$ cat config.mk
export PLATFORM = sky130hd
export DESIGN_NAME = iasf_top
export DESIGN_NICKNAME = d
export VERILOG_FILES = /design/src/verilog/iasf_sync.v /design/src/verilog/iasf_top.v
export VERILOG_INCLUDE_DIRS = /design/src /design/src/verilog
export SDC_FILE = /design/constraint.sdc
export NUM_CORES = 1
export LEC_CHECK = 0
export ABC_CLOCK_PERIOD_IN_PS = 2200
export BUFFER_PORTS_ARGS = -buffer_cell sky130_fd_sc_hd__buf_4
export CORE_MARGIN = 5
export CORE_UTILIZATION = 30
export CTS_CLUSTER_DIAMETER = 40
export DETAILED_ROUTE_END_ITERATION = 12
export SKIP_CTS_REPAIR_TIMING = 1
export SYNTH_ARGS = -nofsm -noshare
export SYNTH_HDL_FRONTEND = slang
export SYNTH_SLANG_ARGS = --single-unit
$ cat constraint.sdc
create_clock -name mclk -period 2.2 [get_ports mclk]
set_input_delay 0.11 -clock mclk [delete_from_list [all_inputs] [get_ports mclk]]
set_output_delay 0.11 -clock mclk [all_outputs]
set_load 0.05 [all_outputs]
$ cat src/verilog/iasf_defs.vh
// Constants for the I2C slave address match and START filter block
`ifndef IASF_DEFS_VH
`define IASF_DEFS_VH
`define IASF_SETUP_OFFSET 8'hdb
`define IASF_ADDR_OFFSET 8'hdf
`define IASF_SETUP_RESET 8'h00
`define IASF_ADDR_RESET 8'h00
`define IASF_SETUP_EN_BIT 7
`define IASF_SETUP_CNT_MSB 6
`define IASF_ADDR_MSB 7
`define IASF_ADDR_LSB 1
`define IASF_SAMPLE_GAP 1
`endif

$ cat src/verilog/iasf_sync.v
// Two-flop synchroniser for one bit
`timescale 1ns/10ps
module iasf_sync (
  input wire mclk,
  input wire rst_n,
  input wire din,
  output reg dout_ff
);
  reg meta_ff; // First stage, read only by second

  // ****************
  // Sync chain
  // ****************
  always @(posedge mclk or negedge rst_n) begin
    if (!rst_n) begin
      meta_ff <= 1'b1;
      dout_ff <= 1'b1;
    end else begin
      meta_ff <= din;
      dout_ff <= meta_ff;
    end
  end
endmodule

$ cat src/verilog/iasf_top.v
// I2C slave address match and START validation filter
`timescale 1ns/10ps
`include "iasf_defs.vh"
// Behaviour
// - Store writable 7-bit own address bits 7:1
// - Address match sets interrupt and match flags
// - Engine never writes address; ignored in master
// - SDA fall with SCL high starts candidate
// - Sample lines; validate then receive address
// - Enable clear: one sample after one period
// - Enable set: count plus one samples
// - Samples spaced one oscillator period
// - Setup: enable bit 7, count 6:0
// - Both registers reset to zero
module iasf_top (
  input wire mclk,
  input wire reset_n,
  input wire [7:0] reg_addr,
  input wire [7:0] reg_wdata,
  input wire reg_wr,
  input wire reg_rd,
  output reg [7:0] reg_rdata_ff,
  input wire slave_mode,
  input wire scl_in,
  input wire sda_in,
  output reg start_valid_ff,
  output reg intr_set_ff,
  output reg addr_match_ff,
  output reg [7:0] addr_byte_ff,
  output reg addr_byte_valid_ff,
  output reg [7:0] start_sample_setup_ff,
  output reg [7:0] own_slave_address_ff
);
  // ****************
  // States
  // ****************
  localparam ST_IDLE = 4'b0001; // Watching for SDA fall
  localparam ST_SAMP = 4'b0010; // Validating START
  localparam ST_ADDR = 4'b0100; // Shifting address byte
  localparam ST_WAIT = 4'b1000; // Wait for next START

  reg rst_a_ff; // Reset sync stage 1
  reg rst_n_ff; // Synced reset
  wire [1:0] pin_raw; // Raw pins, SCL in the high bit
  wire [1:0] pin_s; // Pins after two flops
  genvar gi; // Pin index for the sync chains
  wire scl_s; // Synced SCL
  wire sda_s; // Synced SDA
  reg scl_d_ff; // Previous SCL
  reg sda_d_ff; // Previous SDA
  reg [3:0] state_ff; // Current state
  reg [3:0] nxt_state;
  reg [7:0] cnt_ff; // Samples left
  reg [7:0] nxt_cnt;
  reg [7:0] shift_ff; // Address shifter
  reg [7:0] nxt_shift;
  reg [3:0] bits_ff; // Bits received
  reg [3:0] nxt_bits;
  wire sda_fall; // SDA edge while SCL high
  wire scl_rise; // SCL rising edge
  wire [7:0] first_cnt; // Samples to take

  // ****************
  // Reset release
  // ****************
  always @(posedge mclk or negedge reset_n) begin
    if (!reset_n) begin
      rst_a_ff <= 1'b0;
      rst_n_ff <= 1'b0;
    end else begin
      rst_a_ff <= 1'b1;
      rst_n_ff <= rst_a_ff;
    end
  end

  // ****************
  // Pin sync
  // ****************
  // One two-flop chain per bus pin
  assign pin_raw = {scl_in, sda_in};
  generate
    for (gi = 0; gi < 2; gi = gi + 1) begin : g_pin_sync
      iasf_sync u_sync (
        .mclk(mclk),
        .rst_n(rst_n_ff),
        .din(pin_raw[gi]),
        .dout_ff(pin_s[gi])
      );
    end
  endgenerate
  assign scl_s = pin_s[1]; // Clock line
  assign sda_s = pin_s[0]; // Data line

  // Edge detect; history resets high so no false edge
  assign sda_fall = sda_d_ff & ~sda_s & scl_s & scl_d_ff;
  assign scl_rise = ~scl_d_ff & scl_s;
  // One sample when disabled, else field plus one
  assign first_cnt = start_sample_setup_ff[`IASF_SETUP_EN_BIT] ?
    ({1'b0, start_sample_setup_ff[`IASF_SETUP_CNT_MSB:0]} + 8'h01) : 8'h01;

  // ****************
  // Registers, firmware only
  // ****************
  always @(posedge mclk or negedge rst_n_ff) begin
    if (!rst_n_ff) begin
      start_sample_setup_ff <= `IASF_SETUP_RESET;
      own_slave_address_ff <= `IASF_ADDR_RESET;
      reg_rdata_ff <= 8'h00;
    end else begin
      if (reg_wr && reg_addr == `IASF_SETUP_OFFSET)
        start_sample_setup_ff <= reg_wdata;
      // Bit 0 of the own address always kept zero
      if (reg_wr && reg_addr == `IASF_ADDR_OFFSET)
        own_slave_address_ff <= {reg_wdata[7:1], 1'b0};
      // Read data held until the next read strobe
      if (reg_rd) begin
        case (reg_addr)
          `IASF_SETUP_OFFSET: reg_rdata_ff <= start_sample_setup_ff;
          `IASF_ADDR_OFFSET: reg_rdata_ff <= own_slave_address_ff;
          default: reg_rdata_ff <= 8'h00;
        endcase
      end
    end
  end

  // ****************
  // Next state logic
  // ****************
  always @* begin
    nxt_state = state_ff;
    nxt_cnt = cnt_ff;
    nxt_shift = shift_ff;
    nxt_bits = bits_ff;
    case (state_ff)
      ST_IDLE: begin
        // Candidate START only in slave mode
        if (slave_mode && sda_fall) begin
          nxt_state = ST_SAMP;
          nxt_cnt = first_cnt;
        end
      end
      ST_SAMP: begin
        // One sample per mclk period
        // Data high, clock low or master: drop candidate
        if (!slave_mode || sda_s || !scl_s) begin
          nxt_state = ST_IDLE;
        end else if (cnt_ff == 8'h01) begin
          // Last sample passed, start the address byte
          nxt_state = ST_ADDR;
          nxt_bits = 4'h0;
        end else begin
          nxt_cnt = cnt_ff - 8'h01;
        end
      end
      ST_ADDR: begin
        // Bits sampled on SCL rising edges
        if (!slave_mode) begin
          nxt_state = ST_IDLE;
        end else if (sda_fall) begin
          nxt_state = ST_SAMP;
          nxt_cnt = first_cnt;
        end else if (scl_rise) begin
          nxt_shift = {shift_ff[6:0], sda_s};
          nxt_bits = bits_ff + 4'h1;
          if (bits_ff == 4'h7)
            nxt_state = ST_WAIT;
        end
      end
      ST_WAIT: begin
        // Byte done; only a new START restarts
        if (!slave_mode)
          nxt_state = ST_IDLE;
        else if (sda_fall) begin
          nxt_state = ST_SAMP;
          nxt_cnt = first_cnt;
        end
      end
      default: nxt_state = ST_IDLE;
    endcase
  end

  // ****************
  // State and outputs
  // ****************
  always @(posedge mclk or negedge rst_n_ff) begin
    if (!rst_n_ff) begin
      state_ff <= ST_IDLE;
      cnt_ff <= 8'h00;
      shift_ff <= 8'h00;
      bits_ff <= 4'h0;
      scl_d_ff <= 1'b1;
      sda_d_ff <= 1'b1;
      start_valid_ff <= 1'b0;
      intr_set_ff <= 1'b0;
      addr_match_ff <= 1'b0;
      addr_byte_ff <= 8'h00;
      addr_byte_valid_ff <= 1'b0;
    end else begin
      state_ff <= nxt_state;
      cnt_ff <= nxt_cnt;
      shift_ff <= nxt_shift;
      bits_ff <= nxt_bits;
      // Edge history for the detectors
      scl_d_ff <= scl_s;
      sda_d_ff <= sda_s;
      // Pulse when the last sample passes
      start_valid_ff <= (state_ff == ST_SAMP) && (nxt_state == ST_ADDR);
      // Byte hand-over pulse and data
      addr_byte_valid_ff <= (state_ff == ST_ADDR) && (nxt_state == ST_WAIT);
      if ((state_ff == ST_ADDR) && (nxt_state == ST_WAIT))
        addr_byte_ff <= nxt_shift;
      // Pulse both flags on a full 7-bit match
      intr_set_ff <= (state_ff == ST_ADDR) && (nxt_state == ST_WAIT) &&
        (nxt_shift[7:1] == own_slave_address_ff[`IASF_ADDR_MSB:`IASF_ADDR_LSB]);
      addr_match_ff <= (state_ff == ST_ADDR) && (nxt_state == ST_WAIT) &&
        (nxt_shift[7:1] == own_slave_address_ff[`IASF_ADDR_MSB:`IASF_ADDR_LSB]);
    end
  end
endmodule
==> results.md <==
* Syn Inst Count at 294
* Vias after detailed routing at 2508
* Critical path cell sequence: or3b_2 -> nor3_1 -> a221oi_1 -> buf_4 -> a311oi_1 -> a21oi_1
* Register-to-Register Setup Slack at 80 ps
* Port Buf Inserts at 57
* Sequential-to-total area share from yosys stat at 53.1%
* Number of antenna violations at the first check in global routing at 0
* Initial DRC Count at 115
* Number of filler instances in the final layout at 1015
* Post-route setup TNS at 0 ps
* Yosys warning count at 0
* Signal arrival time at the worst endpoint at 2340 ps
* CTS HTree Levels at 3
* Proportion of netlist area held by the largest area contributor at 47.2%
* Power Dens Cells at 645 nW/µm²
* Most common library cell in the layout ignoring fill and taps: buf_4
* Maximum number of buffers from clock root to sink at 2
* Setup crit end kind: register
* Highest-utilization routing layer at the global route stage: met2
* Run status: finished, final reports clean
* Worst setup slack after layout at 82.3 ps
* Aggregate global routing overflow at 0
* Effective utilization at floorplan at 30.5%
* Wire length after detailed routing at 7.56 mm
* Final Max Tran Viols at 0
* Count of clock tree sinks at 66
* Leading post-synthesis cells by cell area: dfrtp_1 (47%), mux2_2 (8.3%), dfstp_2 (5.9%)
* Leakage power at 1.91 nW
* Floorplan die height at 112 µm
* Detailed-placement wirelength estimate at 5.69 mm
* Layout cell share with drive strength beyond 1 at 31.6%
* First-pass iteration count of the detailed router at 4
* Met3 usage at 3.72%
* Met1 global-route usage at 15.9%
* Insertion delay to the later sink of the worst-skew pair at 330 ps
* Primary flip-flop cell chosen by synthesis mapping: dfrtp_1
* Actual slew at the worst max-slew pin at 517 ps
* Maximum number of pins on one net before global-route repair at 24
* Area added between synthesis and finish at 28.3%
* Max VDD drop at 0.000327 V
* Average detailed-routed wire length per instance at 14.7 µm
* Unique cell type count in the Yosys netlist at 54
* Net count of the mapped netlist at 321
* Cell at the root of the clock tree: clkbuf_8
* Overall die width at 112 µm
* Average size of a mapped cell at 10.6 µm²
* Clock tree from TritonCTS: built
* Final worst-path cycle share at 96.3%
* Worst setup timing slack at the placement stage at 117 ps
* Fmax at 0.472 GHz
* Core area at 10200 µm²
* Met2 global-route usage at 20.3%
* Max-cap violations at 0
* Number of flops mapped to enable cells by yosys at 0
* Required time reported for the critical path endpoint at 2420 ps
* Setup skew after layout at 5.14 ps
* Die outline area at 12600 µm²
* Number of antenna repair diodes at 0
* Mapped cell area at 3130 µm²
* Via count of the first global-routing pass at 2568
* Number of nets in the final layout at 399
* Cts bufs inserted at 9
* Slowest cell delay on critical path at 570 ps
* Rows at 37
* Mean number of vias per cell at 4.89
* Slowest cell on the critical path: dfstp_2
* Final routed DRC violation total at 0
* Critical path peak fanout at 6
* Finished Cell Area at 4010 µm²
* Final setup violation count at 0
* Slew HR at 65.0%
* Top-Level Pins at 59
* Instance area after placement at 3770 µm²
* Global router's overall resource usage at 12.5%
* Final GP Congestion at 0.843
* Leading cell types in the layout, fill and taps excluded: buf_4 (69), dfrtp_1 (58), nand2_1 (35)
* Min Tclk post-route at 2120 ps
* Number of register bits inferred by synthesis at 66
* Crit path launch type: register
* Clock-pin slew on the worst setup and hold paths at 70 ps
* Critical path start-end classification: register to register
* Fraction of registers with async set/reset at 100%
* Hold Crit Class: primary input to register
* Post-synth top area cell: dfrtp_1
* Detail Route Antenna Nets at 0
* Count of final hold-check violations at 0
* Wire length of the first global-routing pass at 12.8 mm
-- flip-flops by register name (all words and copies together) (netlist names), 2 cells and up --
| name | count |
|---|---|
| bits_ff | 4 |
| start_sample_setup_ff | 8 |
| own_slave_address_ff | 7 |
| g_pin_sync.u_sync.dout_ff | 2 |
| state_ff | 4 |
| cnt_ff | 8 |
| shift_ff | 8 |
| g_pin_sync.u_sync.meta_ff | 2 |
| addr_byte_ff | 8 |
| reg_rdata_ff | 8 |
-- synthesized netlist by cell type (all sizes together), types with 2 or more instances --
| master | n |
|---|---|
| dfrtp | 59 |
| nand2 | 35 |
| mux2 | 23 |
| inv | 22 |
| nor2 | 19 |
| a21oi | 15 |
| o21ai | 13 |
| xor2 | 11 |
| o22ai | 9 |
| dfstp | 7 |
| mux2i | 7 |
| nand3 | 7 |
| nor4 | 6 |
| a221oi | 4 |
| buf | 4 |
| clkbuf | 4 |
| ha | 4 |
| nor3 | 4 |
| xnor2 | 4 |
| a31oi | 2 |
| conb | 2 |
| nand3b | 2 |
| nand4 | 2 |
| nand4b | 2 |
| nor3b | 2 |
| o31ai | 2 |
| or3b | 2 |
| or4b | 2 |
-- path summary, 6_finish.rpt --
path,start,to,cells past startpoint
min in group asynchronous,reset_n,rst_n_ff,2
setup / recovery,state_ff[0],cnt_ff[1],6
max in group asynchronous,rst_n_ff,g_pin_sync[0].u_sync.meta_ff,1
setup reg to reg,state_ff[0],cnt_ff[1],6
hold / removal,reg_wdata[0],start_sample_setup_ff[0],2
hold reg to reg,rst_n_ff,reg_rdata_ff[2],0
-- power breakdown --
part	internal (mW)	total, mW	leakage, nW	switching (mW)
combinational	0.123	0.293	0.948	0.169
clock	0.522	0.965	0.0914	0.443
sequential	1.26	1.33	0.874	0.0645
-- layer usage --
metal	wire, µm	up-vias
li1	-	1199
met1	3380	1208
met2	3670	88
met3	370	13
met4	139	0
met5	0	-
-- cell type report --
cell class	count	area, µm²	share of cell area, %
timing repair buffer	75	578	14.4
clock inverter	3	40.0	0.998
sequential	66	1660	41.4
tap	136	170	4.24
multi-input combinational	197	1340	33.3
inverter	23	86.3	2.15
clock buffer	13	139	3.46
-- worst max-delay path, delay by kind of cell, from the launching register on --
family	cells	cell delay [ps]
AOI/OAI and AO/OA	3	460
buffers and inverters	1	180
DFF	1	570
and+or+nand+nor	2	790
-- stage by stage --
stage,power [mW],hold slack (ps),std cells,utilization [%]
finish,2.59,4.01,513,39.2
global route,2.71,0.290,513,39.2
CTS,2.60,-472,507,38.6
detailed placement,1.63,-105,491,36.8
global placement,1.64,-108,491,36.8
floorplan,1.52,-186,294,-
-- kinds of logic (layout without fill, tap and decap cells) --
family | after synthesis | after routing | share of synthesized area, %
simple gates | 91 | 91 | 14.8
flops | 66 | 66 | 53.1
compound gates | 55 | 55 | 11.2
buf+inv | 31 | 114 | 4.28
mux | 30 | 30 | 10.5
xor+xnor | 15 | 15 | 4.20
fa+ha+maj | 4 | 4 | 1.60
other cells | 2 | 2 | 0.240
(Power assumes the default switching activity.)
